`src/shared/usm_pkg.sv`:
```
// Purpose: constants and types for the synchronous master serial port
// Assumes: 20 MHz clock_i; plain register port with 4-bit address
// Notes: register offsets are word indices on the plain register port
//
// Operation
// RULE1: Software may slow the baud rate to 9/13 to catch a 13-bit break.
// RULE2: Wake-on-edge watches two line transitions, flags receive, then receives the next byte.
// RULE3: After a break software may arm autobaud once transmit-empty has been seen.
// RULE4: Clock-source-select, transmit status bit 7, makes the port the clock master.
// RULE5: Transfers are half-duplex; transmit and receive never overlap.
// RULE6: Clocked-mode bit selects synchronous mode; port enable turns pins into clock and data.
// RULE7: As master the port drives the shift clock for every bit.
// RULE8: Clock idle polarity bit sets the resting level of the shift clock.
// RULE9: Shift register reloads from the holding buffer right after the last bit.
// RULE10: The reload takes one cycle, then the transmit-buffer-empty flag is set.
// RULE11: Transmit-buffer-empty sets regardless of enable, clears only on a buffer write; here it sets only at reset and when the buffer loads into the shifter.
// RULE12: Shift-register-empty is read-only status with no interrupt.
// RULE13: The transmit shift register has no software address.
// RULE14: Software configures divisor, mode, enables, ninth bit, then writes the buffer.
// RULE15: Software programs the 16-bit divisor and the wide-divisor select first.
// RULE16: Reception starts when single or continuous receive enable is set.
// RULE17: Received data is sampled on the falling shift clock edge; here it is sampled as the clock returns to idle, rising when pol is 1.
// RULE18: Single receive takes one word; continuous runs until cleared and wins.
// RULE19: Software clears both receive enables before setting up reception.
// RULE20: A finished word sets receive-ready and requests an interrupt if enabled.
// RULE21: Software reads status for ninth bit and errors before the data buffer.
// RULE22: Clearing continuous receive clears the receive error indication.
// RULE23: Wake-on-edge clears itself on the rising line edge after the wake event.
// RULE24: Shift clock period comes from the baud counter, idling between words.

package usm_pkg;

  localparam int ADDR_W = 4;
  localparam int DATA_W = 8;

  // Register offsets
  localparam logic [3:0] OFS_RX_STATUS_CONTROL = 4'h0;
  localparam logic [3:0] OFS_RX_DATA_BUFFER = 4'h1;
  localparam logic [3:0] OFS_TX_HOLDING_BUFFER = 4'h2;
  localparam logic [3:0] OFS_TX_STATUS_CONTROL = 4'h3;
  localparam logic [3:0] OFS_BAUD_CONTROL = 4'h4;
  localparam logic [3:0] OFS_BAUD_DIVISOR_HIGH = 4'h5;
  localparam logic [3:0] OFS_BAUD_DIVISOR_LOW = 4'h6;
  localparam logic [3:0] OFS_PERIPHERAL_FLAGS_ONE = 4'h7;
  localparam logic [3:0] OFS_PERIPHERAL_ENABLES_ONE = 4'h8;

  // rx_status_control fields
  localparam int RCS_PORT_ENABLE = 7;
  localparam int RCS_RX_NINTH_ENABLE = 6;
  localparam int RCS_SINGLE_RECEIVE = 5;
  localparam int RCS_CONT_RECEIVE = 4;
  localparam int RCS_OVERRUN = 1;
  localparam int RCS_RX_NINTH_VALUE = 0;

  // tx_status_control fields
  localparam int TXS_CLOCK_SOURCE = 7;
  localparam int TXS_TX_NINTH_ENABLE = 6;
  localparam int TXS_TRANSMIT_ENABLE = 5;
  localparam int TXS_SYNC_MODE = 4;
  localparam int TXS_SEND_BREAK = 3;
  localparam int TXS_HIGH_SPEED = 2;
  localparam int TXS_SHIFT_REG_EMPTY = 1;
  localparam int TXS_TX_NINTH_VALUE = 0;

  // baud_control fields
  localparam int BDC_RX_IDLE = 6;
  localparam int BDC_CLOCK_IDLE_POL = 4;
  localparam int BDC_WIDE_DIVISOR = 3;
  localparam int BDC_WAKE_ON_EDGE = 1;
  localparam int BDC_AUTOBAUD_ARM = 0;

  // Flag and enable fields
  localparam int PF_RX_READY = 5;
  localparam int PF_TX_EMPTY = 4;

  // Reset values
  localparam logic [7:0] RST_REG = 8'h00;
  localparam logic RST_TX_EMPTY_FLAG = 1'b1;

  // Last bit index of an 8-bit and a 9-bit word
  localparam logic [3:0] LAST_BIT_8 = 4'h7;
  localparam logic [3:0] LAST_BIT_9 = 4'h8;

  typedef enum logic [1:0] {S_IDLE, S_TX, S_RX} usm_phase_t;

  typedef struct packed {
    logic [ADDR_W-1:0] addr;
    logic [DATA_W-1:0] wdata;
    logic wr;
    logic rd;
  } usm_bus_req_t;

  typedef struct packed {
    logic ck;
    logic ck_oe;
    logic dt;
    logic dt_oe;
  } usm_pins_t;

endpackage : usm_pkg

```
`src/hw/usm_sync.sv`:
```
// Purpose: two-flop synchroniser for pin inputs
// Assumes: inputs are asynchronous to clock_i
// Notes: first stage feeds only the second stage
`timescale 1ns/1ps

module usm_sync #(
  parameter int WIDTH = 1
) (
  input wire logic clock_i,
  input wire logic srst_i,
  input wire logic [WIDTH-1:0] async_i,
  output logic [WIDTH-1:0] sync_o
);
  import usm_pkg::*;

  logic [WIDTH-1:0] meta_ff;
  logic [WIDTH-1:0] sync_ff;

  genvar gi;
  for (gi = 0; gi < WIDTH; gi++) begin : g_bit
    always_ff @(posedge clock_i) begin
      if (srst_i) begin
        meta_ff[gi] <= 1'b1;
        sync_ff[gi] <= 1'b1;
      end else begin
        meta_ff[gi] <= async_i[gi];
        sync_ff[gi] <= meta_ff[gi];
      end
    end
  end

  assign sync_o = sync_ff;

endmodule : usm_sync

```
`src/hw/usm_top.sv`:
```
// Purpose: synchronous master serial port with wake-on-edge break detection
// Assumes: registers on a plain port, read data one cycle after the strobe
// Notes: clock line is driven by this block; only the data line is sampled
//
// Chosen here: the plain strobed port and the placing of the registers.
`timescale 1ns/1ps

module usm_top (
  input wire logic clock_i,
  input wire logic srst_i,
  input wire usm_pkg::usm_bus_req_t bus_i,
  output logic [usm_pkg::DATA_W-1:0] rdata_o,
  input wire logic dt_i,
  output usm_pkg::usm_pins_t pins_o,
  output logic rx_irq_o,
  output logic tx_irq_o
);
  import usm_pkg::*;

  typedef struct packed {
    usm_phase_t phase;
    logic port_en;
    logic rx9en;
    logic single_receive_enable;
    logic continuous_receive_enable;
    logic oerr;
    logic rx9d;
    logic clock_source_select;
    logic tx9en;
    logic transmit_enable;
    logic syncm;
    logic sendb;
    logic brgh;
    logic tx_ninth_value;
    logic pol;
    logic wide;
    logic wake_on_edge_enable;
    logic abd;
    logic pie_rx;
    logic pie_tx;
    logic [7:0] brg_hi;
    logic [7:0] brg_lo;
    logic [7:0] hold;
    logic hold_full;
    logic tx_buffer_empty_flag;
    logic [8:0] shreg;
    logic [3:0] bitcnt;
    logic half;
    logic [15:0] brg_cnt;
    logic [7:0] rxbuf;
    logic rx_ready;
    logic woke;
    logic rx_prev;
    logic [7:0] rdata;
    usm_pins_t pins;
    logic rx_irq;
    logic tx_irq;
  } usm_state_t;

  usm_state_t st_ff;
  usm_state_t nxt_st;
  logic rx_s;

  usm_sync #(
    .WIDTH(1)
  ) u_dt_sync (
    .clock_i(clock_i),
    .srst_i(srst_i),
    .async_i(dt_i),
    .sync_o(rx_s)
  );

  ////////////////////////////////////////////////////////////////////////////
  // Next-state logic

  always_comb begin
    logic [15:0] divisor;
    logic tick;
    logic master;
    logic rx_on;
    logic [3:0] last_bit;
    divisor = 16'h0000;
    tick = 1'b0;
    master = 1'b0;
    rx_on = 1'b0;
    last_bit = LAST_BIT_8;
    nxt_st = st_ff;
    nxt_st.rdata = RST_REG;
    // RULE15 divisor width select
    divisor = st_ff.wide ? {st_ff.brg_hi, st_ff.brg_lo} : {8'h00, st_ff.brg_lo};
    tick = (st_ff.brg_cnt == 16'h0000);
    // RULE4 RULE6 master mode enable
    master = st_ff.syncm & st_ff.clock_source_select & st_ff.port_en;
    // RULE16 receive enable
    rx_on = (st_ff.single_receive_enable | st_ff.continuous_receive_enable) & ~st_ff.wake_on_edge_enable;

    // RULE24 baud counter paces half bits
    if (st_ff.phase == S_IDLE || tick) begin
      nxt_st.brg_cnt = divisor;
    end else begin
      nxt_st.brg_cnt = st_ff.brg_cnt - 16'h0001;
    end

    unique case (st_ff.phase)
      S_IDLE: begin
        nxt_st.half = 1'b0;
        nxt_st.bitcnt = 4'h0;
        // RULE5 receive blocks transmit
        if (master && rx_on) begin
          nxt_st.phase = S_RX;
        end else if (master && st_ff.transmit_enable && st_ff.hold_full) begin
          // RULE10 one-cycle reload sets empty flag
          nxt_st.shreg = {st_ff.tx_ninth_value, st_ff.hold};
          nxt_st.hold_full = 1'b0;
          nxt_st.tx_buffer_empty_flag = 1'b1;
          nxt_st.phase = S_TX;
        end
      end
      S_TX: begin
        last_bit = st_ff.tx9en ? LAST_BIT_9 : LAST_BIT_8;
        if (!master) begin
          nxt_st.phase = S_IDLE;
        end else if (tick) begin
          nxt_st.half = ~st_ff.half;
          if (st_ff.half) begin
            nxt_st.shreg = {1'b0, st_ff.shreg[8:1]};
            nxt_st.bitcnt = st_ff.bitcnt + 4'h1;
            if (st_ff.bitcnt == last_bit) begin
              nxt_st.bitcnt = 4'h0;
              // RULE9 reload right after last bit
              if (st_ff.transmit_enable && st_ff.hold_full && !rx_on) begin
                nxt_st.shreg = {st_ff.tx_ninth_value, st_ff.hold};
                nxt_st.hold_full = 1'b0;
                nxt_st.tx_buffer_empty_flag = 1'b1;
              end else begin
                nxt_st.phase = S_IDLE;
              end
            end
          end
        end
      end
      S_RX: begin
        last_bit = st_ff.rx9en ? LAST_BIT_9 : LAST_BIT_8;
        if (!master || !rx_on) begin
          nxt_st.phase = S_IDLE;
        end else if (tick) begin
          nxt_st.half = ~st_ff.half;
          if (!st_ff.half) begin
            // RULE17 sample as the clock returns to idle level, a falling edge only when pol is 0
            nxt_st.shreg = {rx_s, st_ff.shreg[8:1]};
          end else begin
            nxt_st.bitcnt = st_ff.bitcnt + 4'h1;
            if (st_ff.bitcnt == last_bit) begin
              nxt_st.bitcnt = 4'h0;
              // RULE18 single word unless continuous
              if (!st_ff.continuous_receive_enable) begin
                nxt_st.single_receive_enable = 1'b0;
                nxt_st.phase = S_IDLE;
              end
            end
          end
        end
      end
    endcase

    ////////////////////////////////////////////////////////////////////////
    // Register port; data reads and buffer writes act after the shifter

    if (bus_i.wr) begin
      unique case (bus_i.addr)
        OFS_RX_STATUS_CONTROL: begin
          nxt_st.port_en = bus_i.wdata[RCS_PORT_ENABLE];
          nxt_st.rx9en = bus_i.wdata[RCS_RX_NINTH_ENABLE];
          nxt_st.single_receive_enable = bus_i.wdata[RCS_SINGLE_RECEIVE];
          nxt_st.continuous_receive_enable = bus_i.wdata[RCS_CONT_RECEIVE];
          // RULE22 clearing continuous receive clears error
          if (!bus_i.wdata[RCS_CONT_RECEIVE]) begin
            nxt_st.oerr = 1'b0;
          end
        end
        OFS_TX_HOLDING_BUFFER: begin
          // RULE11 only a buffer write clears the flag
          nxt_st.hold = bus_i.wdata;
          nxt_st.hold_full = 1'b1;
          nxt_st.tx_buffer_empty_flag = 1'b0;
        end
        OFS_TX_STATUS_CONTROL: begin
          nxt_st.clock_source_select = bus_i.wdata[TXS_CLOCK_SOURCE];
          nxt_st.tx9en = bus_i.wdata[TXS_TX_NINTH_ENABLE];
          nxt_st.transmit_enable = bus_i.wdata[TXS_TRANSMIT_ENABLE];
          nxt_st.syncm = bus_i.wdata[TXS_SYNC_MODE];
          nxt_st.sendb = bus_i.wdata[TXS_SEND_BREAK];
          nxt_st.brgh = bus_i.wdata[TXS_HIGH_SPEED];
          nxt_st.tx_ninth_value = bus_i.wdata[TXS_TX_NINTH_VALUE];
        end
        OFS_BAUD_CONTROL: begin
          nxt_st.pol = bus_i.wdata[BDC_CLOCK_IDLE_POL];
          nxt_st.wide = bus_i.wdata[BDC_WIDE_DIVISOR];
          nxt_st.wake_on_edge_enable = bus_i.wdata[BDC_WAKE_ON_EDGE];
          nxt_st.abd = bus_i.wdata[BDC_AUTOBAUD_ARM];
          nxt_st.woke = 1'b0;
        end
        OFS_BAUD_DIVISOR_HIGH: nxt_st.brg_hi = bus_i.wdata;
        OFS_BAUD_DIVISOR_LOW: nxt_st.brg_lo = bus_i.wdata;
        OFS_PERIPHERAL_ENABLES_ONE: begin
          nxt_st.pie_rx = bus_i.wdata[PF_RX_READY];
          nxt_st.pie_tx = bus_i.wdata[PF_TX_EMPTY];
        end
        default: ;
      endcase
    end

    if (bus_i.rd) begin
      unique case (bus_i.addr)
        OFS_RX_STATUS_CONTROL: begin
          nxt_st.rdata[RCS_PORT_ENABLE] = st_ff.port_en;
          nxt_st.rdata[RCS_RX_NINTH_ENABLE] = st_ff.rx9en;
          nxt_st.rdata[RCS_SINGLE_RECEIVE] = st_ff.single_receive_enable;
          nxt_st.rdata[RCS_CONT_RECEIVE] = st_ff.continuous_receive_enable;
          nxt_st.rdata[RCS_OVERRUN] = st_ff.oerr;
          nxt_st.rdata[RCS_RX_NINTH_VALUE] = st_ff.rx9d;
        end
        OFS_RX_DATA_BUFFER: begin
          nxt_st.rdata = st_ff.rxbuf;
          nxt_st.rx_ready = 1'b0;
        end
        OFS_TX_HOLDING_BUFFER: nxt_st.rdata = st_ff.hold;
        OFS_TX_STATUS_CONTROL: begin
          nxt_st.rdata[TXS_CLOCK_SOURCE] = st_ff.clock_source_select;
          nxt_st.rdata[TXS_TX_NINTH_ENABLE] = st_ff.tx9en;
          nxt_st.rdata[TXS_TRANSMIT_ENABLE] = st_ff.transmit_enable;
          nxt_st.rdata[TXS_SYNC_MODE] = st_ff.syncm;
          nxt_st.rdata[TXS_SEND_BREAK] = st_ff.sendb;
          nxt_st.rdata[TXS_HIGH_SPEED] = st_ff.brgh;
          // RULE12 RULE13 shifter visible only as empty status
          nxt_st.rdata[TXS_SHIFT_REG_EMPTY] = (st_ff.phase != S_TX);
          nxt_st.rdata[TXS_TX_NINTH_VALUE] = st_ff.tx_ninth_value;
        end
        OFS_BAUD_CONTROL: begin
          nxt_st.rdata[BDC_RX_IDLE] = (st_ff.phase != S_RX);
          nxt_st.rdata[BDC_CLOCK_IDLE_POL] = st_ff.pol;
          nxt_st.rdata[BDC_WIDE_DIVISOR] = st_ff.wide;
          nxt_st.rdata[BDC_WAKE_ON_EDGE] = st_ff.wake_on_edge_enable;
          nxt_st.rdata[BDC_AUTOBAUD_ARM] = st_ff.abd;
        end
        OFS_BAUD_DIVISOR_HIGH: nxt_st.rdata = st_ff.brg_hi;
        OFS_BAUD_DIVISOR_LOW: nxt_st.rdata = st_ff.brg_lo;
        OFS_PERIPHERAL_FLAGS_ONE: begin
          nxt_st.rdata[PF_RX_READY] = st_ff.rx_ready;
          nxt_st.rdata[PF_TX_EMPTY] = st_ff.tx_buffer_empty_flag;
        end
        OFS_PERIPHERAL_ENABLES_ONE: begin
          nxt_st.rdata[PF_RX_READY] = st_ff.pie_rx;
          nxt_st.rdata[PF_TX_EMPTY] = st_ff.pie_tx;
        end
        default: nxt_st.rdata = RST_REG;
      endcase
    end

    ////////////////////////////////////////////////////////////////////////
    // Word completion and wake events; hardware sets win over clears

    if (st_ff.phase == S_RX && master && rx_on && tick && st_ff.half && st_ff.bitcnt == last_bit) begin
      // RULE20 word done sets receive-ready
      if (st_ff.rx_ready) begin
        nxt_st.oerr = 1'b1;
      end else begin
        nxt_st.rx_ready = 1'b1;
        nxt_st.rxbuf = st_ff.rx9en ? st_ff.shreg[7:0] : st_ff.shreg[8:1];
        nxt_st.rx9d = st_ff.rx9en ? st_ff.shreg[8] : 1'b0;
      end
    end

    nxt_st.rx_prev = rx_s;
    if (st_ff.wake_on_edge_enable && st_ff.port_en) begin
      // RULE2 falling line edge is the wake event
      if (!st_ff.woke && st_ff.rx_prev && !rx_s) begin
        nxt_st.woke = 1'b1;
        nxt_st.rx_ready = 1'b1;
      end
      // RULE23 rising edge after wake clears enable
      if (st_ff.woke && !st_ff.rx_prev && rx_s) begin
        nxt_st.woke = 1'b0;
        nxt_st.wake_on_edge_enable = 1'b0;
      end
    end

    // RULE7 RULE8 master drives clock, idle level from polarity
    nxt_st.pins.ck_oe = nxt_st.port_en & nxt_st.syncm & nxt_st.clock_source_select;
    nxt_st.pins.ck = (nxt_st.phase != S_IDLE && !nxt_st.half) ? ~nxt_st.pol : nxt_st.pol;
    nxt_st.pins.dt_oe = (nxt_st.phase == S_TX);
    nxt_st.pins.dt = nxt_st.shreg[0];
    nxt_st.rx_irq = nxt_st.rx_ready & nxt_st.pie_rx;
    nxt_st.tx_irq = nxt_st.tx_buffer_empty_flag & nxt_st.pie_tx;
  end

  ////////////////////////////////////////////////////////////////////////////
  // State register

  always_ff @(posedge clock_i) begin
    if (srst_i) begin
      st_ff <= '0;
      st_ff.tx_buffer_empty_flag <= RST_TX_EMPTY_FLAG;
      st_ff.rx_prev <= 1'b1;
    end else begin
      st_ff <= nxt_st;
    end
  end

  assign rdata_o = st_ff.rdata;
  assign pins_o = st_ff.pins;
  assign rx_irq_o = st_ff.rx_irq;
  assign tx_irq_o = st_ff.tx_irq;
endmodule : usm_top

```
`config.mk`:
```
export PLATFORM = sky130hd
export DESIGN_NAME = usm_top
export DESIGN_NICKNAME = d
export VERILOG_FILES = /design/src/shared/usm_pkg.sv /design/src/hw/usm_sync.sv /design/src/hw/usm_top.sv
export SDC_FILE = /design/constraint.sdc
export NUM_CORES = 1
export LEC_CHECK = 0
export BUFFER_PORTS_ARGS = -buffer_cell sky130_fd_sc_hd__buf_4
export CAP_MARGIN = 20
export CORE_MARGIN = 4
export CORE_UTILIZATION = 40
export CTS_CLUSTER_SIZE = 28
export DETAILED_ROUTE_END_ITERATION = 16
export SLEW_MARGIN = 20
export SYNTH_ARGS = -nofsm -noshare
export SYNTH_HDL_FRONTEND = slang
export SYNTH_SLANG_ARGS = --single-unit
```
`constraint.sdc`:
```
create_clock -name clock_i -period 3.29 [get_ports clock_i]
set_clock_uncertainty 0.15 [all_clocks]
set_input_delay 0.987 -clock clock_i [delete_from_list [all_inputs] [get_ports clock_i]]
set_output_delay 0.987 -clock clock_i [all_outputs]
set_load 0.005 [all_outputs]
```
==> metrics.sh, run 1 <==
RUN_STATUS='finished, final reports clean'
FLOORPLAN.DIE.WIDTH_UM=123
CLOCK.FMAX_GHz=0.360
GRT_UTIL_ALL_LAYERS=0.199
PWR-SHARE-CLK=0.457
COMB_POWER_SHARE=0.053
REPORT.FINAL.HOLD_VIOL_COUNT=0
FINISH.UTILIZATION=0.460
CP_DATA_REQUIRED_TIME_NS=3.42
YS_SEQ_ELEMENTS=103
DIE_H_UM=123
PORTBUFFERS=30
HOLD-PATH-ENDPOINT='u_dt_sync.sync_o$_SDFF_PP1_'
ANTENNA_CELLS_INSERTED=0
FP-ROW-COUNT=41
WORSTHOLDPATHCELLS=1
FINALSETUPVIOLATIONS=0
ROUTEDWLPERCELL_UM=18.3
SWITCHING_SHARE=0.234
POWER.DENSITY_nW_PER_UM2=442
DIEAREA_UM2=15000
RELSLEWSLACK=0.507
WORST_REG2REG_PATH_DEPTH=6
MAXIMUM_FANOUT_ALONG_THE_WORST_PATH=7
FINAL_LAYOUT_FILL_CELL_COUNT=1285
CTS_HOLD_BUF=0
CRITICAL_PATH.REG2REG.STARTPOINT='st_ff[36]$_SDFF_PP0_'
PLACE_WS_NS=0.564
ROUTABILITYCONGESTION=0.926
FINALMAXSLEWVIOLATIONS=0
YOSYS.AREA_SHARE.ADDER=0.0143
CTS_TREE='done'
SYNTH_SEQ_AREA_SHARE=0.393
HTREE_NUM_LEVELS=3
POWER_SWITCHING_mW=0.606
DESIGN.CORE.AREA_UM2=12700
MUXSHAREOFSYNTHAREA=0.141
FINAL_AREA_UM2=5860
GRT_FIRST_PASS_WIRELENGTH_MM=22.9
CRITICAL_PATH.ENDPOINT_TYPE='flop'
CTS-BUFFERS-INSERTED=9
R2R_SLACK_NS=0.51
FIN_HOLD_WS_NS=0.274
TOP_FLIP_FLOP_CELL_BY_INSTANCE_COUNT_AFTER_SYNTHESIS='sky130_fd_sc_hd__dfxtp_1'
SYNTH_ASYNC_SR_FLOP_SHARE=0
HOLD_PATH_STARTPOINT='u_dt_sync.meta_ff$_SDFF_PP1_'
POST_DETAILED_PLACEMENT_CELL_AREA_UM2=5530
PLACE.DETAILED.HPWL_MM=10.5
MAXCAPVIOLATIONS=0
CRITPATHLAUNCHTYPE='flop'
RSZ0062_AT_GRT='false'
SEQ_POWER_SHARE=0.490
POST_SYNTHESIS_CELL_TYPE_COUNT=61
ROOT_BUFFER='sky130_fd_sc_hd__clkbuf_16'
START_TO_END_TYPE_OF_THE_WORST_SETUP_PATH='reg -> reg'
LARGEST_NET_DEGREE_AT_THE_START_OF_GLOBAL_ROUTING=91
SYNTH_ENABLE_FLOP_CELLS=0
SYN_INST=600
SYN2LAYOUT_AREA_GROWTH_PCT=11.6
LAYOUT.AREA.SEQ_UM2=2060
VIAS_PER_CELL=5.66
FINAL_NETS=625
INITIAL_CORE_UTIL=0.412
LAYOUT-DRIVE-GT1-SHARE=0.158
SYNTH_XOR_AREA_FRAC=0.0200
LAYOUT_WORST_PATH_CYCLE_SHARE=0.844
MAPPEDNETLISTNETS=623
MAPPED_AVG_CELL_AREA_UM2=8.74
PERIOD_MINUS_SLACK_NS=2.78
SYNTH_COMPOUND_AREA_FRAC=0.166
MULTIINPUTGATEAREA_UM2=2910
POST_SYNTH_INSTANCE_AREA_UM2=5250
DR_TOTAL_VIAS=4410
MAIN_COMBINATIONAL_CELL_FAMILY_BY_AREA_AFTER_SYNTHESIS='simple AND/OR/NAND/NOR gates'
LEAST_MARGIN_PIN_SLEW_NS=0.738
IRDROPWORSTVDD_V=0.000281
YS.WARNINGS.COUNT=0
INSERTION_DELAY_TO_THE_LATER_SINK_OF_THE_WORST_SKEW_PAIR_NS=0.36
SYNTH_SIMPLE_GATE_AREA_SHARE=0.212
VIA_COUNT_OF_THE_FIRST_GLOBAL_ROUTING_PASS=4179
DRT_PASS1_ITERATIONS=6
CTS_MAX_PATH_BUFFERS=2
FINAL_ROUTED_WIRELENGTH_ACROSS_ALL_METAL_LAYERS_MM=14.3
GRT_OVERFLOW=0
CRIT_ARRIVAL_NS=2.90
CTSRESIZECOUNT=0
INITIAL_ANTENNA_VIOLATION_COUNT=0
CELLLEAKAGEPOWER_nW=2.13
FINALSETUPTNS_NS=0
TIMING.HOLD.WORST.CLASS='reg -> reg'
CTS_SETUP_BUFFERS=0
DRT.ANTENNA.VIOLATING_NETS=0
FLOORPLAN.IO_PINS=31
SETUP_WS_NS=0.515
DRCVIOLATIONCOUNT=0
INTPOWER_mW=1.98
DETAILED_ROUTE_ITER0_VIOLATIONS=378
CLOCK_SINK_COUNT=103
WORST_SETUP_HOLD_PATH_CLK_SLEW_NS=0.07
WORSTREG2REGEND='st_ff[52]$_SDFFE_PP0P_'
## cell families (layout without fill, tap and decap cells)
kind of cell,after synthesis,after routing
DFF,103,103
AOI/OAI and AO/OA,124,124
buffers and inverters,60,67
adders and majority gates,6,6
muxes,66,66
xor gates and xnor gates,12,12
and+or+nand+nor,229,229
## power groups by stage
stage,registers [mW],clock network [mW],logic [mW]
6_report,1.27,1.18,0.138
5_1_grt,1.27,1.26,0.150
4_1_cts,1.27,1.20,0.137
3_5_place_dp,1.30,0,0.137
3_3_place_gp,1.30,0,0.135
2_1_floorplan,1.29,0,0.0902
## worst max path at each step
stage,from,endpoint,depth (start not counted)
6_report,st_ff[36]$_SDFF_PP0_,st_ff[52]$_SDFFE_PP0P_,6
4_1_cts,st_ff[27]$_SDFF_PP0_,st_ff[52]$_SDFFE_PP0P_,6
3_5_place_dp,bus_i[11],pins_o[2]$_SDFF_PP0_,5
5_1_grt,st_ff[101]$_SDFF_PP0_,st_ff[18]$_SDFFE_PP0P_,9
3_3_place_gp,bus_i[11],pins_o[2]$_SDFF_PP0_,5
2_1_floorplan,bus_i[10],st_ff[73]$_SDFFE_PP0P_,6
## metal layers
layer,track usage,routed length [um]
met5,0,0
met4,0.0553,198
met3,0.0461,902
met2,0.306,6510
met1,0.281,6670
## sequential cells by signal (all words and copies together) (netlist names)
register,cells
u_dt_sync.sync_o,1
u_dt_sync.meta_ff,1
tx_irq_o,1
st_ff,88
pins_o,3
rdata_o,8
rx_irq_o,1
## final cells by class
| cell class | instances | area share |
|---|---|---|
| multi-input combinational | 437 | 0.496 |
| clock inverter | 7 | 0.0173 |
| sequential | 103 | 0.352 |
| clock buffer | 9 | 0.0385 |
| inverter | 13 | 0.00833 |
| tap | 172 | 0.0368 |
| timing repair buffer | 38 | 0.0509 |
## cells in the mapped netlist (all sizes together), types with 3 or more instances
library cell  number  share of area
nor2b              8         0.0095
nand3b             3         0.0043
dfxtp            103           0.39
or4                3         0.0055
o22ai              6         0.0072
xor2               4         0.0067
nand2b             3         0.0036
o211ai             3         0.0043
buf               22          0.027
a31oi              5         0.0060
nand2             58          0.042
and4               3         0.0055
nor4               5          0.011
o21ai             10          0.010
mux2              11          0.024
inv               13         0.0093
xnor2              8          0.013
a21oi             42          0.040
a22oi             10          0.014
clkbuf            25          0.018
a311oi             6          0.010
a21boi             3         0.0043
mux2i             50          0.095
o31ai              3         0.0043
or2                4         0.0048
nand3             24          0.023
a211oi            18          0.032
nor3b              5         0.0072
nor2              81          0.058
a221oi             3         0.0050
mux4               5          0.021
or3                3         0.0038
and3               7         0.0083
nor3              14          0.013
ha                 6          0.014
## through the flow
stage                     total power [mW]  instances
after CTS                             2.61        779
final                                 2.59        779
after floorplan                       1.38        600
after global routing                  2.68        779
after global placement                1.43        763
after detailed placement              1.43        763
## cell usage in the layout (no fill, tap or decap), drive strengths merged, types with 4 or more instances in the layout
cell type	netlist	final
o22ai	6	6
nand3	24	24
mux2i	50	50
clkbuf	25	9
nor3	14	14
mux4	5	5
a22oi	10	10
nor4	5	5
buf	22	38
a21oi	42	42
xnor2	8	8
xor2	4	4
a31oi	5	5
inv	13	16
nand2	58	58
mux2	11	11
a311oi	6	6
or2	4	4
nor3b	5	5
ha	6	6
nor2b	8	8
o21ai	10	10
and3	7	7
dfxtp	103	103
a211oi	18	18
nor2	81	81
## worst max-delay path: stages (launching register included)
cell,delay [ns]
sky130_fd_sc_hd__dfxtp_1,0.34
sky130_fd_sc_hd__nor4_2,0.50
sky130_fd_sc_hd__nand2_1,0.12
sky130_fd_sc_hd__or4_4,0.54
sky130_fd_sc_hd__nor2_1,0.56
sky130_fd_sc_hd__a22oi_1,0.22
sky130_fd_sc_hd__a211oi_2,0.26
Power figures use the tool's default switching activity.
==> run 2, diff against run 1 <==
--- a/config.mk
+++ b/config.mk
@@ -5,6 +5,7 @@
 export SDC_FILE = /design/constraint.sdc
 export NUM_CORES = 1
 export LEC_CHECK = 0
+export ABC_AREA = 1
 export BUFFER_PORTS_ARGS = -buffer_cell sky130_fd_sc_hd__buf_4
 export CAP_MARGIN = 20
 export CORE_MARGIN = 4
==> constraint.sdc (replaced) <==
create_clock -name clock_i -period 2.4 [get_ports clock_i]
set_clock_uncertainty 0.15 [all_clocks]
set_input_delay 0.72 -clock clock_i [delete_from_list [all_inputs] [get_ports clock_i]]
set_output_delay 0.72 -clock clock_i [all_outputs]
set_load 0.005 [all_outputs]
==> metrics.sh, run 2 <==
RUN_STATUS='finished, final reports clean'
HTREE_NUM_LEVELS=3  # unchanged
VIAS_PER_CELL=5.20  # -8.1%
POST_SYNTHESIS_CELL_TYPE_COUNT=48  # -21%
DETAILED_ROUTE_ITER0_VIOLATIONS=394  # +4.2%
LARGEST_NET_DEGREE_AT_THE_START_OF_GLOBAL_ROUTING=52  # -43%
INITIAL_CORE_UTIL=0.416  # +0.00361
LAYOUT-DRIVE-GT1-SHARE=0.135  # -0.0235
REPORT.FINAL.HOLD_VIOL_COUNT=0  # unchanged
SYNTH_COMMON_CELLS='sky130_fd_sc_hd__nand2_1 (115), sky130_fd_sc_hd__dfxtp_1 (103), sky130_fd_sc_hd__inv_1 (100), sky130_fd_sc_hd__a21oi_1 (88), sky130_fd_sc_hd__o21ai_0 (78)'
RELSLEWSLACK=0.652  # +0.144
CRITICAL_PATH.TOP_DELAY_FAMILY='simple AND/OR/NAND/NOR gates'
FINALSETUPTNS_NS=0  # unchanged
SYNTH_MOST_COMMON_CELL='sky130_fd_sc_hd__nand2_1'
CRIT_PATH_MAX_INCR_DELAY_NS=0.30  # -0.26 ns
DIEAREA_UM2=14600  # -3.0%
SYNTH_TOP_CELL_BY_AREA='sky130_fd_sc_hd__dfxtp_1'
TOP_FLIP_FLOP_CELL_BY_INSTANCE_COUNT_AFTER_SYNTHESIS='sky130_fd_sc_hd__dfxtp_1'
DRCVIOLATIONCOUNT=0  # unchanged
DP.CELLS=887  # +16%
SYNTH_SEQ_AREA_SHARE=0.406  # +0.0129
MAPPED_AVG_CELL_AREA_UM2=7.21  # -17%
INITIAL_ANTENNA_VIOLATION_COUNT=0  # unchanged
CELLLEAKAGEPOWER_nW=2.30  # +8.3%
FINALMAXSLEWVIOLATIONS=0  # unchanged
FINAL_NETS=753  # +20%
YS_SEQ_ELEMENTS=103  # unchanged
START_TO_END_TYPE_OF_THE_WORST_SETUP_PATH='reg -> reg'
INTPOWER_mW=2.67  # +35%
CLOCK.FMAX_GHz=0.466  # +29%
MAIN_COMBINATIONAL_CELL_FAMILY_BY_AREA_AFTER_SYNTHESIS='compound AO/OA/AOI/OAI gates'
FINAL_LAYOUT_FILL_CELL_COUNT=1278  # -0.54%
YS.WARNINGS.COUNT=0  # unchanged
RSZ0062_AT_GRT='false'
IRDROPWORSTVDD_V=0.000338  # +20%
LAYOUT.CELLS.MOST_COMMON='sky130_fd_sc_hd__nand2_1'
SYNTH_AREA_LEADERS='sky130_fd_sc_hd__dfxtp_1 (41%), sky130_fd_sc_hd__a21oi_1 (8.7%), sky130_fd_sc_hd__nand2_1 (8.5%)'
FINISH.UTILIZATION=0.476  # +0.0156
SYN_INST=704  # +17%
FINAL_ROUTED_WIRELENGTH_ACROSS_ALL_METAL_LAYERS_MM=14.3  # +0.32%
CTS_TREE='done'
TOP_REGISTER='st_ff'
CRITICAL_PATH.MOST_COMMON_CELL='sky130_fd_sc_hd__nand2_1'
SWITCHING_SHARE=0.237  # +0.00297
ROOT_BUFFER='sky130_fd_sc_hd__clkbuf_16'
LAYOUT.AREA.SEQ_UM2=2060  # unchanged
START_POINT_OF_THE_CRITICAL_PATH='st_ff[25]$_SDFF_PP0_'
PORTBUFFERS=30  # unchanged
SYNTH_COMPOUND_AREA_FRAC=0.233  # +0.0670
PLACE.DETAILED.HPWL_MM=10.9  # +4.6%
MAPPEDNETLISTNETS=727  # +17%
POWER_SWITCHING_mW=0.828  # +37%
PWR-SHARE-CLK=0.444  # -0.013
GRT_FIRST_PASS_WIRELENGTH_MM=22.8  # -0.63%
DRT_PASS1_ITERATIONS=5  # -1
GRT_OVERFLOW=0  # unchanged
FP-ROW-COUNT=40  # -2.4%
SYNTH_TOP_AREA_FRAC=0.406  # +0.0129
LAYOUT_WORST_PATH_CYCLE_SHARE=0.895  # +0.0510
SYNTH_SIMPLE_GATE_AREA_SHARE=0.214  # +0.00177
POST_SYNTH_INSTANCE_AREA_UM2=5080  # -3.2%
COMB_POWER_SHARE=0.058  # +0.005
ROUTEDWLPERCELL_UM=15.9  # -13%
SYNTH_ENABLE_FLOP_CELLS=0  # unchanged
SYN2LAYOUT_AREA_GROWTH_PCT=14.4
YOSYS.AREA_SHARE.ADDER=0.0148  # +0.000469
GRT_UTIL_ALL_LAYERS=0.200  # +0.000462
CTS-BUFFERS-INSERTED=9  # unchanged
DRT.ANTENNA.VIOLATING_NETS=0  # unchanged
CP_DATA_REQUIRED_TIME_NS=2.50  # -0.92 ns
ROUTABILITYCONGESTION=0.891  # -3.7%
PERIOD_MINUS_SLACK_NS=2.15  # -0.628 ns
MUXSHAREOFSYNTHAREA=0  # -0.141
LAYOUTNONFILLERINSTCOUNT=903  # +16%
LARGEST_REGISTER_FF_COUNT=88  # unchanged
ANTENNA_CELLS_INSERTED=0  # unchanged
FINAL_CELL_MIX='sky130_fd_sc_hd__nand2_1 (115), sky130_fd_sc_hd__dfxtp_1 (103), sky130_fd_sc_hd__inv_1 (100), sky130_fd_sc_hd__a21oi_1 (88), sky130_fd_sc_hd__o21ai_0 (78)'
CRITICAL_PATH.ENDPOINT_TYPE='flop'
DIE_H_UM=121  # -1.5%
FLOORPLAN.DIE.WIDTH_UM=121  # -1.5%
CTS_MAX_PATH_BUFFERS=2  # unchanged
MAXIMUM_FANOUT_ALONG_THE_WORST_PATH=8  # +1
CLOCK_SINK_COUNT=103  # unchanged
CRITICAL_PATH.REG2REG.STARTPOINT='st_ff[25]$_SDFF_PP0_'
WORST_SETUP_HOLD_PATH_CLK_SLEW_NS=0.07  # about the same
SEQ_POWER_SHARE=0.498  # +0.008
DESIGN.CORE.AREA_UM2=12200  # -4.0%
MULTIINPUTGATEAREA_UM2=2440  # -16%
TIMING.HOLD.WORST.CLASS='reg -> reg'
FLOORPLAN.IO_PINS=31  # unchanged
MAXCAPVIOLATIONS=0  # unchanged
VIA_COUNT_OF_THE_FIRST_GLOBAL_ROUTING_PASS=4409  # +5.5%
CRIT_PATH_CELL_TRACE='inv_1 -> ha_1 -> nand2_1 -> nor2_4 -> nand3_4 -> buf_4 -> o21bai_1 -> nand2_1 -> a21boi_2 -> nand2_1 -> nand2_1 -> nand2_1 -> nand2_1 -> inv_1'
SYNTH_ASYNC_SR_FLOP_SHARE=0  # unchanged
DR_TOTAL_VIAS=4699  # +6.6%
PATH_BUF_INV=3  # +3
CRIT_ARRIVAL_NS=2.25  # -0.65 ns
CRIT_PATH_TOP_DELAY_CELL='sky130_fd_sc_hd__dfxtp_1'
LEAST_MARGIN_PIN_SLEW_NS=0.523  # -0.216 ns
POWER.DENSITY_nW_PER_UM2=602  # +36%
FINALSETUPVIOLATIONS=0  # unchanged
INSERTION_DELAY_TO_THE_LATER_SINK_OF_THE_WORST_SKEW_PAIR_NS=0.36  # about the same
SYNTH_XOR_AREA_FRAC=0.0172  # -0.00279
CRITPATHLAUNCHTYPE='flop'
HOLD_PATH_STARTPOINT='u_dt_sync.meta_ff$_SDFF_PP1_'
## run 2: cell count changes after synthesis, sizes merged, moves of 8 or more
cell,change
a21oi,+49
o22ai,+9
a211oi,-15
mux2i,-50
a22oi,-9
clkbuf,-11
o21ai,+73
nand2,+62
nor2b,-8
mux2,-11
inv,+92
nor2,-23
## run 2: worst paths after layout
path / cells past startpoint / to / slack [ns]
min reg2reg: 1 / u_dt_sync.sync_o$_SDFF_PP1_ / 0.26
min: 1 / u_dt_sync.sync_o$_SDFF_PP1_ / 0.26
max reg2reg: 14 / pins_o[3]$_SDFF_PP0_ / 0.25
max: 14 / pins_o[3]$_SDFF_PP0_ / 0.25
## run 2: per-layer routing
layer  GRT usage  part of all wire
met5           0                 0
met4      0.0595             0.018
met3      0.0463             0.058
met2       0.338              0.49
met1       0.253              0.44
## run 2: worst register-to-register path, cell delays in order, from the launching register on
cell                       delay, ns
sky130_fd_sc_hd__dfxtp_1        0.30
sky130_fd_sc_hd__inv_1          0.10
sky130_fd_sc_hd__ha_1           0.18
sky130_fd_sc_hd__nand2_1        0.09
sky130_fd_sc_hd__nor2_4         0.22
sky130_fd_sc_hd__nand3_4        0.10
sky130_fd_sc_hd__buf_4          0.18
sky130_fd_sc_hd__o21bai_1       0.14
sky130_fd_sc_hd__nand2_1        0.12
sky130_fd_sc_hd__a21boi_2       0.18
sky130_fd_sc_hd__nand2_1        0.09
sky130_fd_sc_hd__nand2_1        0.07
sky130_fd_sc_hd__nand2_1        0.05
sky130_fd_sc_hd__nand2_1        0.05
sky130_fd_sc_hd__inv_1          0.04
## run 2: power by group through the flow
stage | combinational, mW | sequential (mW) | clock (mW)
after CTS | 0.200 | 1.74 | 1.58
after floorplan | 0.117 | 1.78 | 0
after global placement | 0.197 | 1.78 | 0
final | 0.203 | 1.74 | 1.55
after detailed placement | 0.199 | 1.78 | 0
after global routing | 0.223 | 1.74 | 1.65
## run 2: stage by stage
step	hold slack (ns)	power [mW]	setup slack, ns	area [um^2]
after floorplan	0.239	1.89	0.393	5080
after global placement	0.244	1.98	0.113	5490
after detailed placement	0.243	1.98	0.0743	5490
after CTS	0.259	3.52	0.167	5800
after global routing	0.282	3.62	0.0481	5810
final	0.258	3.50	0.253	5810
## run 2: final cells by class
class                   count  share of cell area
multi-input cells         462               0.420
inverters                 108              0.0706
flip-flops and latches    103               0.355
clock inverters             5              0.0108
well taps                 168              0.0362
clock buffers              11              0.0435
repair buffers             46              0.0637
## run 2: repair_timing
| item | CTS | global route |
|---|---|---|
| buffers inserted | 0 | 0 |
| resized for setup | 0 | 2 |
| endpoints found under the setup margin | 0 | 11 |
| hold endpoints to repair | 0 | 0 |
| hold buffers | 0 | 0 |
## run 2: kinds of logic after synthesis
logic type	count (synthesis)
AOI/OAI and AO/OA	213
xor gates and xnor gates	10
adders and majority gates	6
buffers and inverters	139
DFF	103
and+or+nand+nor	233
==> run 3, diff against run 2 <==
--- a/config.mk
+++ b/config.mk
@@ -5,13 +5,14 @@
 export SDC_FILE = /design/constraint.sdc
 export NUM_CORES = 1
 export LEC_CHECK = 0
-export ABC_AREA = 1
 export BUFFER_PORTS_ARGS = -buffer_cell sky130_fd_sc_hd__buf_4
 export CAP_MARGIN = 20
+export CORE_ASPECT_RATIO = 0.9
 export CORE_MARGIN = 4
-export CORE_UTILIZATION = 40
+export CORE_UTILIZATION = 50
 export CTS_CLUSTER_SIZE = 28
 export DETAILED_ROUTE_END_ITERATION = 16
+export PLACE_DENSITY = 0.7
 export SLEW_MARGIN = 20
 export SYNTH_ARGS = -nofsm -noshare
 export SYNTH_HDL_FRONTEND = slang
==> metrics.sh, run 3 (synthesis gave the netlist of run 1 again) <==
GRT_FIRST_PASS_WIRELENGTH_MM=22.8  # +0.12%
SETUP_WS_NS=0.0906  # -0.162 ns
ROOT_BUFFER='sky130_fd_sc_hd__clkbuf_16'
VIA_COUNT_OF_THE_FIRST_GLOBAL_ROUTING_PASS=4360  # -1.1%
FP-ROW-COUNT=35  # -13%
IRDROPWORSTVDD_V=0.000602  # +78%
CRIT_ARRIVAL_NS=2.37  # +0.12 ns
LAYOUT.CELLS.MOST_COMMON='sky130_fd_sc_hd__dfxtp_1'
FLOORPLAN.IO_PINS=31  # unchanged
GRT_UTIL_ALL_LAYERS=0.240  # +0.0407
RSZ0062_AT_GRT='true'
PORTBUFFERS=30  # unchanged
CRITICAL_PATH.TOP_DELAY_FAMILY='compound AO/OA/AOI/OAI gates'
LEAST_MARGIN_PIN_SLEW_NS=0.682  # +0.160 ns
COMB_POWER_SHARE=0.061  # +0.003
DIEAREA_UM2=12200  # -16%
LAYOUT.AREA.SEQ_UM2=2070  # +0.18%
R2R_SLACK_NS=0.09  # -0.16 ns
FINAL_CELL_MIX='sky130_fd_sc_hd__dfxtp_1 (100), sky130_fd_sc_hd__nor2_1 (80), sky130_fd_sc_hd__buf_4 (70), sky130_fd_sc_hd__nand2_1 (57), sky130_fd_sc_hd__mux2i_1 (50)'
LARGEST_NET_DEGREE_AT_THE_START_OF_GLOBAL_ROUTING=47  # -9.6%
CRIT_PATH_TOP_DELAY_CELL='sky130_fd_sc_hd__or3_1'
PWR-SHARE-CLK=0.435  # -0.009
POWER.DENSITY_nW_PER_UM2=556  # -7.7%
DESIGN.CORE.AREA_UM2=10200  # -16%
PLACE_WS_NS=-0.0612  # -0.135 ns
HOLD-PATH-ENDPOINT='u_dt_sync.sync_o$_SDFF_PP1_'
FINAL_NETS=662  # -12%
ROUTEDWLPERCELL_UM=18.7  # +18%
START_TO_END_TYPE_OF_THE_WORST_SETUP_PATH='reg -> reg'
CLOCK_SINK_COUNT=103  # unchanged
SYN2LAYOUT_AREA_GROWTH_PCT=18.3
DETAILED_ROUTE_ITER0_VIOLATIONS=400  # +1.5%
TIMING.HOLD.WORST.CLASS='reg -> reg'
INITIAL_ANTENNA_VIOLATION_COUNT=0  # unchanged
INSERTION_DELAY_TO_THE_LATER_SINK_OF_THE_WORST_SKEW_PAIR_NS=0.35  # about the same
DRCVIOLATIONCOUNT=0  # unchanged
DRT_PASS1_ITERATIONS=5  # unchanged
VIAS_PER_CELL=5.97  # +15%
USE_MET2=0.361  # +0.0226
SWITCHING_SHARE=0.236  # -0.000560
CRITICAL_PATH.ENDPOINT_TYPE='flop'
WORST_REG2REG_PATH_DEPTH=6  # -8
CRIT_PATH_CELL_TRACE='or3_1 -> o22a_1 -> o31ai_1 -> o211ai_1 -> and3_1 -> a21boi_0'
WORST_SETUP_HOLD_PATH_CLK_SLEW_NS=0.07  # about the same
CP_DATA_REQUIRED_TIME_NS=2.46  # -0.04 ns
CRITPATHLAUNCHTYPE='flop'
MULTIINPUTGATEAREA_UM2=3020  # +24%
GRT_USE_MET3=0.0637  # +0.0174
ANTENNA_CELLS_INSERTED=0  # unchanged
INTPOWER_mW=2.63  # -1.4%
GRT_OVERFLOW=0  # unchanged
WORSTREG2REGEND='pins_o[0]$_SDFF_PP0_'
FINALMAXSLEWVIOLATIONS=0  # unchanged
CTS_HOLD_BUF=0  # unchanged
LAYOUT-DRIVE-GT1-SHARE=0.242  # +0.108
PERIOD_MINUS_SLACK_NS=2.31  # +0.162 ns
RUN_STATUS='finished, final reports clean'
CTS_MAX_PATH_BUFFERS=2  # unchanged
MAXCAPVIOLATIONS=0  # unchanged
FINAL_LAYOUT_FILL_CELL_COUNT=891  # -30%
MAXIMUM_FANOUT_ALONG_THE_WORST_PATH=6  # -2
CRITICAL_PATH.REG2REG.STARTPOINT='st_ff[42]$_SDFFE_PP0P_'
FLOORPLAN.DIE.WIDTH_UM=116  # -3.9%
DR_TOTAL_VIAS=4615  # -1.8%
FINALSETUPVIOLATIONS=0  # unchanged
ROUTABILITYCONGESTION=0.880  # -1.3%
RELSLEWSLACK=0.545  # -0.106
LAYOUT_WORST_PATH_CYCLE_SHARE=0.962  # +0.0677
FINISH.UTILIZATION=0.606  # +0.130
CRIT_PATH_MAX_INCR_DELAY_NS=0.48  # +0.18 ns
SEQ_POWER_SHARE=0.504  # +0.006
POWER_SWITCHING_mW=0.815  # -1.7%
HOLD_PATH_STARTPOINT='u_dt_sync.meta_ff$_SDFF_PP1_'
LARGEST_REGISTER_FF_COUNT=88  # unchanged
REPORT.FINAL.HOLD_VIOL_COUNT=0  # unchanged
CLOCK.FMAX_GHz=0.433  # -7.0%
GLOBAL_ROUTE.USAGE.MET1=0.340  # +0.0873
PATH_BUF_INV=0  # -3
CTS_TREE='done'
CTS-BUFFERS-INSERTED=9  # unchanged
WORSTHOLDPATHCELLS=1  # unchanged
INITIAL_CORE_UTIL=0.512  # +0.0960
DRT.ANTENNA.VIOLATING_NETS=0  # unchanged
DIE_H_UM=105  # -13%
FINAL_ROUTED_WIRELENGTH_ACROSS_ALL_METAL_LAYERS_MM=14.5  # +0.90%
GR_PEAK_LAYER='met2'
PLACE.DETAILED.HPWL_MM=10.6  # -3.1%
CELLLEAKAGEPOWER_nW=2.34  # +1.5%
HTREE_NUM_LEVELS=3  # unchanged
TOP_REGISTER='st_ff'
-- run 3: cell types whose count changed in the layout (fill, tap and decap cells not counted), moves of 10 or more --
cell / before / now
sky130_fd_sc_hd__mux2i_1: 0 / 50
sky130_fd_sc_hd__nor2_1: 50 / 80
sky130_fd_sc_hd__o22ai_1: 15 / 5
sky130_fd_sc_hd__o21ai_0: 78 / 9
sky130_fd_sc_hd__buf_4: 44 / 70
sky130_fd_sc_hd__mux2_2: 0 / 11
sky130_fd_sc_hd__a21oi_1: 88 / 41
sky130_fd_sc_hd__inv_1: 100 / 11
sky130_fd_sc_hd__nand2_1: 115 / 57
-- run 3: power groups by stage --
stage	registers (mW)	clock network, mW	logic, mW
finish	1.74	1.50	0.210
CTS	1.74	1.52	0.204
global route	1.74	1.60	0.227
floorplan	1.77	0	0.124
detailed placement	1.78	0	0.203
global placement	1.78	0	0.200
-- run 3: final cells by class --
| type | instances | share of cell area |
|---|---|---|
| clock inverters | 7 | 0.0129 |
| inverters | 13 | 0.00786 |
| well taps | 129 | 0.0260 |
| multi-input cells | 437 | 0.486 |
| flip-flops and latches | 103 | 0.333 |
| clock buffers | 9 | 0.0363 |
| repair buffers | 75 | 0.0980 |
-- run 3: layer usage --
layer,vias up,part of all wire
li1,2221,-
met1,2221,0.46
met2,151,0.45
met3,22,0.072
met4,0,0.018
met5,-,0
-- run 3: repair_timing --
action / 4_1_cts / 5_1_grt
gates resized for setup: 2 / 28
pin swaps: 2 / 3
endpoints found under the setup margin: 11 / 25
setup buffers: 2 / 1
-- run 3: worst reg2reg max path: stages (launching register included) --
cell,delay [ns]
sky130_fd_sc_hd__dfxtp_1,0.35
sky130_fd_sc_hd__or3_1,0.48
sky130_fd_sc_hd__o22a_1,0.31
sky130_fd_sc_hd__o31ai_1,0.27
sky130_fd_sc_hd__o211ai_1,0.21
sky130_fd_sc_hd__and3_1,0.23
sky130_fd_sc_hd__a21boi_0,0.16
-- run 3: through the flow --
stage,area [um^2],TNS [ns],cells,total power [mW],hold WS [ns]
2_1_floorplan,5250,0,600,1.89,0.239
3_3_place_gp,5760,0,754,1.98,0.252
3_5_place_dp,5760,-0.0684,754,1.98,0.260
4_1_cts,6090,0,772,3.46,0.276
5_1_grt,6210,-0.0998,773,3.56,0.287
6_report,6210,0,773,3.45,0.274
-- run 3: worst max-delay path by stage --
stage / start / end / slack [ns] / cells after the start
global route: st_ff[30]$_SDFF_PP0_ / st_ff[46]$_SDFFE_PP0P_ / -0.02 / 8
global placement: st_ff[25]$_SDFF_PP0_ / pins_o[3]$_SDFF_PP0_ / 0.07 / 9
detailed placement: st_ff[101]$_SDFF_PP0_ / st_ff[54]$_SDFFE_PP0P_ / -0.06 / 8
finish: st_ff[42]$_SDFFE_PP0P_ / pins_o[0]$_SDFF_PP0_ / 0.09 / 6
CTS: st_ff[100]$_SDFF_PP0_ / st_ff[24]$_SDFFE_PP0P_ / 0.01 / 9
floorplan: bus_i[10] / rdata_o[1]$_SDFF_PP0_ / 0.03 / 6
